**src/cclf_pkg.sv**
```systemverilog
// Constants shared by the condition code flag logic
package cclf_pkg;
   // Accumulator geometry
   localparam int ACC_W = 56;
   localparam int ACC_MSB = 55;
   localparam int WORD_MSB = 47;
   localparam int WORD_LSB = 24;
   // APB register byte offsets
   localparam logic [11:0] ADDR_CTRL = 12'h000;
   localparam logic [11:0] ADDR_FLAGS = 12'h004;
   // Field positions in the control register
   localparam int CTRL_SCALE_LSB = 0;
   // Bit positions in the flag register, and FLG_W its width
   localparam int FLG_C = 0;
   localparam int FLG_V = 1;
   localparam int FLG_Z = 2;
   localparam int FLG_N = 3;
   localparam int FLG_U = 4;
   localparam int FLG_E = 5;
   localparam int FLG_L = 6;
   localparam int FLG_W = 7;
   // Scaling modes
   localparam logic [1:0] SCALE_NONE = 2'h0;
   localparam logic [1:0] SCALE_DOWN = 2'h1;
   localparam logic [1:0] SCALE_UP = 2'h2;
   // Operation codes from the datapath sequencer
   localparam logic [1:0] OP_MOVE = 2'h0;
   localparam logic [1:0] OP_ADD = 2'h1;
   localparam logic [1:0] OP_SUB = 2'h2;
   localparam logic [1:0] OP_AND = 2'h3;
   // Values after reset
   localparam logic [1:0] SCALE_RST = 2'h0;
   localparam logic [6:0] FLAGS_RST = 7'h00;
   localparam logic [55:0] ACC_RST = 56'h00000000000000;
endpackage

```
**src/cclf_flag_eval.sv**
```systemverilog
// Result-dependent flag evaluation: unnormalized, extension, negative, zero
`timescale 1ns/1ns
module cclf_flag_eval (
   input wire logic [cclf_pkg::ACC_MSB:0] result,
   input wire logic [1:0] scale,
   input wire logic logic_op,
   output logic unnorm,
   output logic extension,
   output logic negative,
   output logic zero
);
   import cclf_pkg::*;

   // Scale-dependent tests; the reserved code 11 behaves as no scaling
   always_comb begin
      unique case (scale)
         SCALE_DOWN: begin
            unnorm = ~(result[48] ^ result[47]);
            extension = ~((&result[ACC_MSB:48]) | ~(|result[ACC_MSB:48]));
         end
         SCALE_UP: begin
            unnorm = ~(result[46] ^ result[45]);
            extension = ~((&result[ACC_MSB:46]) | ~(|result[ACC_MSB:46]));
         end
         default: begin
            unnorm = ~(result[47] ^ result[46]);
            extension = ~((&result[ACC_MSB:47]) | ~(|result[ACC_MSB:47]));
         end
      endcase
   end

   // Logical operations only look at the middle word
   assign negative = logic_op ? result[WORD_MSB] : result[ACC_MSB];
   assign zero = logic_op ? ~(|result[WORD_MSB:WORD_LSB]) : ~(|result);
endmodule

```
**src/cclf_top.sv**
```systemverilog
// Condition code flag logic with two accumulators and an APB register port
`timescale 1ns/1ns
// Function
// - Unnormalized is set when the two top bits of the scaled middle word are equal (47/46, 48/47 or 46/45).
// - Negative follows bit 55 of the result, or bit 47 for the logical AND.
// - Zero is set when the whole result is zero, or for the logical AND when the middle word is zero.
// - Overflow is set when the result does not fit the 56-bit accumulator.
// - Carry is the carry out of bit 55 for add and the borrow out of bit 55 for subtract.
// - A parallel move from the destination accumulator delivers its value from before the operation.
// - The plain move does no arithmetic and only performs its parallel transfer.
// - Limit is set by overflow or a limiting event and holds until software clears it.
// - Extension is cleared when the scaled signed integer portion is all ones or all zeros.
// - Only add, subtract and AND results update the result flags, AND only N, Z and V; moves and other transfers leave them.
module cclf_top (
   input wire logic pclk,
   input wire logic presetn,
   input wire logic psel,
   input wire logic penable,
   input wire logic pwrite,
   input wire logic [11:0] paddr,
   input wire logic [31:0] pwdata,
   output logic [31:0] prdata,
   output logic pready,
   output logic pslverr,
   input wire logic op_valid,
   input wire logic [1:0] op_code,
   input wire logic op_dest,
   input wire logic [cclf_pkg::ACC_MSB:0] op_operand,
   input wire logic move_req,
   input wire logic move_src,
   input wire logic limit_evt,
   output logic [cclf_pkg::ACC_MSB:0] move_data,
   output logic move_valid,
   output logic [cclf_pkg::ACC_MSB:0] acc_a,
   output logic [cclf_pkg::ACC_MSB:0] acc_b,
   output logic [cclf_pkg::FLG_W-1:0] flag_register,
   output logic scaling_select_high,
   output logic scaling_select_low
);
   import cclf_pkg::*;

   logic [ACC_MSB:0] acc_a_r;
   logic [ACC_MSB:0] acc_b_r;
   logic [ACC_MSB:0] move_data_r;
   logic move_valid_r;
   logic [FLG_W-1:0] flags_r;
   // The result flags and the latched limit flag sit in separate flops, so each has a single writer
   logic [FLG_L-1:0] res_flags_r;
   logic lim_r;
   logic [1:0] scale_r;
   logic [31:0] prdata_r;
   logic pready_r;
   logic pslverr_r;
   logic [ACC_MSB:0] acc_old;
   logic [ACC_MSB:0] res_nxt;
   logic [ACC_W:0] sum_ext;
   logic [ACC_W:0] diff_ext;
   logic carry_nxt;
   logic ovf_nxt;
   logic arith_upd;
   logic logic_op;
   logic f_unnorm;
   logic f_ext;
   logic f_neg;
   logic f_zero;
   logic apb_access;
   logic wr_en;
   logic rd_hit;
   logic l_clear;

   // Destination accumulator before this operation
   assign acc_old = op_dest ? acc_b_r : acc_a_r;
   assign sum_ext = {1'b0, acc_old} + {1'b0, op_operand};
   assign diff_ext = {1'b0, acc_old} - {1'b0, op_operand};
   assign logic_op = (op_code == OP_AND);
   assign arith_upd = op_valid & (op_code != OP_MOVE);

   // Result, carry and overflow per operation
   always_comb begin
      res_nxt = acc_old;
      carry_nxt = flags_r[FLG_C];
      ovf_nxt = 1'b0;
      unique case (op_code)
         OP_ADD: begin
            res_nxt = sum_ext[ACC_MSB:0];
            carry_nxt = sum_ext[ACC_W];
            ovf_nxt = (acc_old[ACC_MSB] == op_operand[ACC_MSB]) && (sum_ext[ACC_MSB] != acc_old[ACC_MSB]);
         end
         OP_SUB: begin
            res_nxt = diff_ext[ACC_MSB:0];
            carry_nxt = diff_ext[ACC_W];
            ovf_nxt = (acc_old[ACC_MSB] != op_operand[ACC_MSB]) && (diff_ext[ACC_MSB] != acc_old[ACC_MSB]);
         end
         OP_AND: begin
            // Only the middle word is combined; extension and low word pass through
            res_nxt = {acc_old[ACC_MSB:WORD_MSB+1], acc_old[WORD_MSB:WORD_LSB] & op_operand[WORD_MSB:WORD_LSB],
                       acc_old[WORD_LSB-1:0]};
            ovf_nxt = 1'b0;
         end
         OP_MOVE: begin
            res_nxt = acc_old;
         end
      endcase
   end

   cclf_flag_eval i_cclf_flag_eval (
      .result(res_nxt),
      .scale(scale_r),
      .logic_op(logic_op),
      .unnorm(f_unnorm),
      .extension(f_ext),
      .negative(f_neg),
      .zero(f_zero)
   );

   // Accumulator update; a move on the same edge still sees the old value
   always_ff @(posedge pclk or negedge presetn) begin
      if (!presetn) begin
         acc_a_r <= ACC_RST;
         acc_b_r <= ACC_RST;
      end else if (arith_upd) begin
         if (op_dest) begin
            acc_b_r <= res_nxt;
         end else begin
            acc_a_r <= res_nxt;
         end
      end
   end

   // Parallel move port, sampled from registers before the update lands
   always_ff @(posedge pclk or negedge presetn) begin
      if (!presetn) begin
         move_data_r <= ACC_RST;
         move_valid_r <= 1'b0;
      end else begin
         move_valid_r <= move_req;
         if (move_req) begin
            move_data_r <= move_src ? acc_b_r : acc_a_r;
         end
      end
   end

   // Result flags change only on an arithmetic-unit result
   always_ff @(posedge pclk or negedge presetn) begin
      if (!presetn) begin
         res_flags_r <= FLAGS_RST[FLG_L-1:0];
      end else if (arith_upd) begin
         res_flags_r[FLG_N] <= f_neg;
         res_flags_r[FLG_Z] <= f_zero;
         res_flags_r[FLG_V] <= ovf_nxt;
         if (!logic_op) begin
            res_flags_r[FLG_C] <= carry_nxt;
            res_flags_r[FLG_U] <= f_unnorm;
            res_flags_r[FLG_E] <= f_ext;
         end
      end
   end

   // Latched limit flag; a new set beats a software clear in the same cycle
   assign l_clear = wr_en && (paddr == ADDR_FLAGS) && pwdata[FLG_L];
   always_ff @(posedge pclk or negedge presetn) begin
      if (!presetn) begin
         lim_r <= FLAGS_RST[FLG_L];
      end else if ((arith_upd && ovf_nxt) || limit_evt) begin
         lim_r <= 1'b1;
      end else if (l_clear) begin
         lim_r <= 1'b0;
      end
   end

   // APB: one wait state, the write lands on the edge that samples pready
   assign apb_access = psel & penable;
   assign wr_en = apb_access & pwrite & pready_r;
   assign rd_hit = (paddr == ADDR_CTRL) || (paddr == ADDR_FLAGS);

   always_ff @(posedge pclk or negedge presetn) begin
      if (!presetn) begin
         pready_r <= 1'b0;
         pslverr_r <= 1'b0;
         prdata_r <= 32'h00000000;
      end else begin
         pready_r <= apb_access & ~pready_r;
         if (apb_access && !pready_r) begin
            pslverr_r <= ~rd_hit;
            // Write cycles and unmapped reads return zero so no stale data leaks out
            if (pwrite || !rd_hit) begin
               prdata_r <= 32'h00000000;
            end else if (paddr == ADDR_CTRL) begin
               prdata_r <= {30'h00000000, scale_r};
            end else begin
               prdata_r <= {25'h0000000, flags_r};
            end
         end else begin
            pslverr_r <= 1'b0;
            prdata_r <= 32'h00000000;
         end
      end
   end

   // Scaling mode register steers the unnormalized and extension tests
   always_ff @(posedge pclk or negedge presetn) begin
      if (!presetn) begin
         scale_r <= SCALE_RST;
      end else if (wr_en && paddr == ADDR_CTRL) begin
         scale_r <= pwdata[CTRL_SCALE_LSB+1:CTRL_SCALE_LSB];
      end
   end

   assign prdata = prdata_r;
   assign pready = pready_r;
   assign pslverr = pslverr_r;
   assign move_data = move_data_r;
   assign move_valid = move_valid_r;
   assign acc_a = acc_a_r;
   assign acc_b = acc_b_r;
   // Limit sits above the six result flags
   assign flags_r = {lim_r, res_flags_r};
   assign flag_register = flags_r;
   assign scaling_select_high = scale_r[1];
   assign scaling_select_low = scale_r[0];
endmodule

```
**config.mk**
```make
export PLATFORM = sky130hd
export DESIGN_NAME = cclf_top
export DESIGN_NICKNAME = d
export VERILOG_FILES = /design/src/cclf_pkg.sv /design/src/cclf_flag_eval.sv /design/src/cclf_top.sv
export SDC_FILE = /design/constraint.sdc
export NUM_CORES = 1
export LEC_CHECK = 0
export BUFFER_PORTS_ARGS = -buffer_cell sky130_fd_sc_hd__buf_2
export CAP_MARGIN = 0
export CORE_MARGIN = 3
export CORE_UTILIZATION = 46
export DETAILED_ROUTE_END_ITERATION = 7
export GPL_TIMING_DRIVEN = 0
export PLACE_DENSITY = 0.77
export SLEW_MARGIN = 20
export SYNTH_ARGS = -nofsm -noshare
export SYNTH_HDL_FRONTEND = slang
export SYNTH_HIERARCHICAL = 1
export SYNTH_SLANG_ARGS = --single-unit
```
**constraint.sdc**
```tcl
create_clock -name pclk -period 12.5 [get_ports pclk]
set_clock_uncertainty 0.05 [all_clocks]
set_input_delay 3.125 -clock pclk [delete_from_list [all_inputs] [get_ports pclk]]
set_output_delay 3.125 -clock pclk [all_outputs]
set_load 0.005 [all_outputs]
```
==> flow_summary.yaml, run 1 <==
place:
  numPortBuffers: 267
  place_hpwl_um: 57400
  gp_congestion: 1.06
timing:
  setup_viol: 0
  worst_slew_pin_slew_ps: 1150
  fin_setup_tns_ps: 0
  period_share_pct: 89.1
  rsz0062_at_grt: "false"
  hold_viol: 0
  maxSlewHeadroom_pct: 23.4
  fmax_ghz: 0.0898
  period_needed_ps: 11130
  slew_violations: 0
synthesis:
  muxShareOfSynthArea_pct: 8.17
  syn_area_um2: 16800
  synth_area_per_cell_um2: 7.87
  synth.yosys.seq_area_share_pct: 27.9
  synth_top_family_by_area: "compound AO/OA/AOI/OAI gates"
  yosys.area_share.simple_pct: 16.4
  synth_flop_cell: "dfrtp_1"
  yosysWarnings: 6
  synthArstFlopShare_pct: 100
  synthAdderAreaFrac_pct: 9.85
  synthXorXnorAreaFrac_pct: 4.12
  synth_cells: 2135
  synth_edf_count: 0
  synth_compound_area_share_pct: 25.3
  post_synth_num_cell_types: 79
  ys_ff_latch: 187
layout:
  area_growth_pct: 15.8
  antenna_cells: 0
  final_layout_size_suffix_gt1_share_pct: 18.2
  num-nets-final: 2691
setup_path:
  worstSetupEndpointType: "flop"
  start_kind: "input pin"
  crit_required_ps: 12850
  cp_max_fo: 10
  worstPathArrival_ps: 11490
  crit_type: "in2reg"
cts:
  post-cts-setup-buffers: 0
  cts_hold_buf: 0
  cts_tree: "built"
  postCtsResizedCells: 0
  root_buffer: "clkbuf_16"
  htreeDepth: 4
  clock-sinks: 187
  clk_latency_ps: 470
  cts.path.max_buffers: 2
  cts_buffers: 17
  clkTransAtPathRegs_ps: 70
die:
  dieArea_um2: 38800
  initial_core_util_pct: 47.0
  rows: 69
  fp.dieW_um: 197
  die_h_um: 197
  pin_count: 324
  core_um2: 35700
grt:
  grt_max_degree: 101
  grt_pass1_wl_um: 107000
  grt_usage_pct: 36.4
  antenna_found_initial: 0
  overflow: 0
  grt_pass1_vias: 17000
power:
  total_power_w: 0.00426
  p_leak_nw: 9.60
  ir_drop_v: 0.000118
  power_density_nw_per_um2: 219
routing:
  wl_per_cell_um: 24.8
  drc: 0
  first_pass_iters: 6
  route.vias.total: 18100
  routed_wirelength_um: 72400
  viasPerCell: 6.18
  drtIter0Drc: 1964
  postRouteAntennaNets: 0
hold_path:
  hold_class: "reg2reg"
run_status:
  status: "complete, no violations"
flow_run:
  maxCapViolCount: 0
## cell usage after synthesis (29+ instances only)
cell type / count / area [um^2]
dfrtp_1: 187 / 4680
a21o_1: 34 / 255
ha_1: 129 / 1610
nand2_1: 201 / 754
buf_4: 29 / 218
inv_1: 176 / 661
o21ai_0: 141 / 706
xnor2_1: 69 / 604
o21ai_1: 50 / 250
a21oi_1: 215 / 1080
nand3_1: 34 / 170
mux2i_1: 64 / 641
a221oi_1: 34 / 298
mux2_2: 65 / 732
clkbuf_1: 89 / 334
nor3_1: 37 / 185
nor2_1: 180 / 676
## cell families (layout without fill, tap and decap cells)
logic type      Yosys count  after routing
xor+xnor                 79             79
flops                   187            187
other cells               1             25
buf+inv                 333            635
mux                     129            129
simple gates            596            596
fa+ha+maj               131            131
compound gates          679            679
## per-layer routing
layer / vias up / track usage [%] / routed length [um]
li1: 8155 / - / -
met1: 8760 / 50.2 / 30800
met2: 986 / 57.2 / 32200
met3: 166 / 5.70 / 6080
met4: 0 / 15.0 / 3200
met5: - / 0 / 0
## metrics by stage
stage / hold slack (ps) / instance area (um^2) / worst slack [ps] / instances / util (%)
detailed placement: 423 / 18900 / 1230 / 2890 / 52.8
floorplan: 416 / 16900 / 4110 / 2159 / -
global placement: 411 / 18800 / 995 / 2887 / 52.6
CTS: 430 / 19500 / 1700 / 2922 / 54.4
finish: 427 / 19500 / 1370 / 2922 / 54.4
global route: 458 / 19500 / 1010 / 2922 / 54.4
## where the power goes
part / switching [W] / leakage [nW] / internal, W
registers: 0.000201 / 2.34 / 0.000799
clock network: 0.000264 / 0.284 / 0.000299
logic: 0.00171 / 6.97 / 0.000994
## final timing paths
check / end / start / slack, ps / cells after the start
max: res_flags_r[2] / op_dest / 1370 / 23
min: pready / pready / 430 / 1
max reg2reg: res_flags_r[2] / acc_b[1] / 5530 / 21
min reg2reg: pready / pready / 430 / 1
max in group asynchronous: acc_b[36] / presetn / 8810 / 2
min in group asynchronous: move_data[6] / presetn / 2620 / 1
## critical path, stage by stage
cell and delay (ps):
clkbuf_1 310, clkbuf_1 860, buf_1 790, mux2_2 470, ha_1 360, buf_2 280
o21bai_1 150, a21oi_1 80, nor4_1 800, o211ai_1 520, a21oi_1 350, o21ai_1 220
a21boi_0 390, xnor2_1 170, a22o_1 270, inv_1 140, inv_1 100, ha_1 250
nor4b_1 730, nand4_1 410, nor3_1 510, nand2_1 100, nand2_1 70
## state kept, by name, summed over array words and instances (netlist names)
name         flops
scale_r          2
res_flags_r      6
pready           1
move_valid       1
move_data       56
pslverr          1
prdata           7
acc_b           56
acc_a           56
lim_r            1
## cell type report
cell class                      count  area [um^2]
Buffer                            149          711
Clock buffer                       18          429
Clock inverter                     14          158
Fill cell                        3477        16300
Inverter                          184          691
Multi-Input combinational cell   1639        10800
Sequential cell                   187         4680
Tap cell                          461          577
Timing Repair Buffer              270         1400
## cell usage in the layout (no fill, tap or decap), drive strengths merged, types with 6 or more instances in the layout
| cell type | n |
|---|---|
| xor2 | 10 |
| or2 | 8 |
| o21a | 10 |
| dfrtp | 187 |
| o2111ai | 6 |
| nand2 | 201 |
| o21ai | 191 |
| a21oi | 216 |
| a21o | 34 |
| a31oi | 16 |
| o31ai | 16 |
| nand2b | 17 |
| and3 | 16 |
| clkbuf | 107 |
| a21boi | 7 |
| nor2 | 180 |
| inv | 190 |
| mux2 | 65 |
| mux2i | 64 |
| nor3 | 37 |
| buf | 330 |
| a22oi | 11 |
| conb | 25 |
| a221oi | 35 |
| nand3 | 34 |
| nand4 | 24 |
| o22ai | 9 |
| a222oi | 7 |
| nor4 | 30 |
| a22o | 9 |
| nor2b | 21 |
| xnor2 | 69 |
| a211oi | 17 |
| o21bai | 27 |
| and2 | 11 |
| ha | 129 |
| o211ai | 19 |
Power figures use the tool's default switching activity.
==> inputs of run 2 (changes only) <==
- ABC_AREA: unset -> 1
- PLACE_DENSITY: 0.77 -> 0.76
==> run 2 against run 1 <==
Synthesized cell count up 59%. Critical endpoint unchanged. Clock power is 3.6% lower. Utilization decreased by 0.76 points. Register-to-register slack better by 1500 ps. Critical path depth unchanged. Via count increased by 33%. Sequential power down 9%. Worst hold slack improved by 32 ps. Largest power group unchanged. Wire length rose by 39%. Sequential share of layout area decreased by 3.5 points.
==> flow_summary.yaml, run 2 <==
routing:
  first_pass_iters: 6
  drc: 0
  wl_per_cell_um: 23.5
  route.vias.total: 24000
  viasPerCell: 5.58
  postRouteAntennaNets: 0
  drtIter0Drc: 2901
  routed_wirelength_um: 101000
cts:
  clock-sinks: 187
  clk_latency_ps: 500
  cts_hold_buf: 0
  cts_buffers: 17
  cts.path.max_buffers: 2
  root_buffer: "clkbuf_16"
  cts_tree: "built"
  clkTransAtPathRegs_ps: 80
  post-cts-setup-buffers: 0
  htreeDepth: 4
  postCtsResizedCells: 0
synthesis:
  yosysWarnings: 6
  synthArstFlopShare_pct: 100
  synth_top_area_cell: "nand2_1"
  synth_area_per_cell_um2: 5.89
  muxShareOfSynthArea_pct: 0.113
  synth_edf_count: 0
  yosys.area_share.simple_pct: 41.0
  synth_top_family_by_area: "simple AND/OR/NAND/NOR gates"
  ys_ff_latch: 187
  synth_flop_cell: "dfrtp_1"
  synth.yosys.seq_area_share_pct: 23.4
  synth_common_cells: "nand2_1, inv_1, nor2_1"
  syn_area_um2: 20000
  synth_top_area_share_pct: 23.6
  synthAdderAreaFrac_pct: 8.27
  synth_compound_area_share_pct: 13.5
  synth_cells: 3399
  synthXorXnorAreaFrac_pct: 0.482
  post_synth_num_cell_types: 55
  synth.most_common_cell: "nand2_1"
  yosys-top-cells-area: "nand2_1, dfrtp_1, inv_1"
grt:
  grt_pass1_vias: 22000
  antenna_found_initial: 2
  grt_max_degree: 98
  grt_usage_pct: 42.5
  grt_pass1_wl_um: 146000
  overflow: 0
place:
  gp_congestion: 1.12
  numPortBuffers: 268
  post-place-cells: 4269
  place_hpwl_um: 85600
setup_path:
  start_kind: "input pin"
  crit_required_ps: 12890
  worstSetupEndpointType: "flop"
  crit_type: "in2reg"
  worstPathArrival_ps: 8860
  cp_max_fo: 10
layout:
  final_cell_mix: "nand2_1, inv_1, nor2_1"
  antenna_cells: 0
  num-nets-final: 3954
  n_fill_cell: 4540
  final_layout_size_suffix_gt1_share_pct: 13.7
  layout_commonest_cell: "nand2_1"
  instances_no_fill: 4301
  area_growth_pct: 13.8
die:
  dieArea_um2: 46000
  rows: 75
  pin_count: 324
  die_h_um: 215
  initial_core_util_pct: 47.2
  fp.dieW_um: 215
  core_um2: 42400
run_status:
  status: "complete, no violations"
timing:
  maxSlewHeadroom_pct: 20.8
  rsz0062_at_grt: "false"
  fin_setup_tns_ps: 0
  setup_viol: 0
  period_share_pct: 67.8
  slew_violations: 0
  hold_viol: 0
  holdWs_ps: 459
  worst_slew_pin_slew_ps: 1190
  period_needed_ps: 8470
  fmax_ghz: 0.118
power:
  ir_drop_v: 0.000124
  power_density_nw_per_um2: 169
  p_leak_nw: 12.9
flow_run:
  maxCapViolCount: 0
hold_path:
  hold_class: "reg2reg"
run 2: cell types whose count changed in the layout (fill, tap and decap cells not counted), sizes merged, moves of 64 or more:
cell | before | now
inv | 190 | 499
nor2 | 180 | 352
nand3 | 34 | 233
mux2i | 64 | 0
xnor2 | 69 | 1
nand2 | 201 | 1278
run 2: path summary, 6_finish.rpt:
check / start / endpoint / slack (ps) / cells past startpoint
worst max-delay path: op_dest / res_flags_r[2] / 4030 / 23
worst min-delay path: res_flags_r[3] / res_flags_r[3] / 460 / 2
worst max register to register: acc_a[23] / res_flags_r[2] / 7060 / 21
worst min register to register: res_flags_r[3] / res_flags_r[3] / 460 / 2
max in group asynchronous: presetn / acc_b[51] / 8790 / 2
min in group asynchronous: presetn / move_data[11] / 2590 / 1
run 2: power by group:
part / internal, W / switching [W]
combinational: 0.000691 / 0.00170
sequential: 0.000752 / 0.000158
clock: 0.000264 / 0.000279
run 2: layer usage:
layer / vias up / global-route usage (%) / share of wire, %
met2: 1477 / 65.0 / 43
met4: 0 / 19.8 / 5.5
met5: - / 0 / 0
met1: 11000 / 54.9 / 40
met3: 282 / 13.3 / 12
li1: 11300 / - / -
run 2: cells by family after synthesis:
| kind of cell | Yosys count |
|---|---|
| multiplexers | 2 |
| other | 1 |
| XOR/XNOR | 11 |
| adder cells (fa/ha/maj) | 131 |
| AO/OA/AOI/OAI | 473 |
| buffers and inverters | 636 |
| flip-flops | 187 |
| AND/OR/NAND/NOR | 1958 |
run 2: stage by stage:
step	total power [W]	util, %	area [um^2]	worst slack, ps
final	0.00384	53.7	22800	4030
after global routing	0.00406	53.7	22800	3800
after CTS	0.00375	53.7	22800	4380
after detailed placement	0.00320	52.3	22200	3890
after global placement	0.00319	52.2	22200	3840
after floorplan	0.00225	-	20100	6110
run 2: critical path: stages:
cell,delay [ps]
buf_2,190
clkbuf_1,840
nand2_1,110
o21ai_0,400
ha_1,380
buf_4,170
o21ai_0,690
nor2_1,320
o21ai_0,350
a21oi_1,130
nand2_1,160
nand2_1,180
nand3_1,130
nand3_2,110
nand2_1,100
inv_1,70
nor2_1,90
nand2_1,80
nor2_2,390
nand4_1,390
a21oi_1,280
nand2_1,70
nand2_1,80
run 2: cell type report:
| cell class | count | area [um^2] | area share, % |
|---|---|---|---|
| buffer | 145 | 800 | 3.51 |
| clock buffer | 17 | 425 | 1.87 |
| clock inverter | 15 | 144 | 0.632 |
| inverter | 491 | 1840 | 8.10 |
| multi-input combinational | 2600 | 12800 | 56.1 |
| sequential | 187 | 4680 | 20.6 |
| tap | 577 | 722 | 3.17 |
| timing repair buffer | 269 | 1380 | 6.06 |
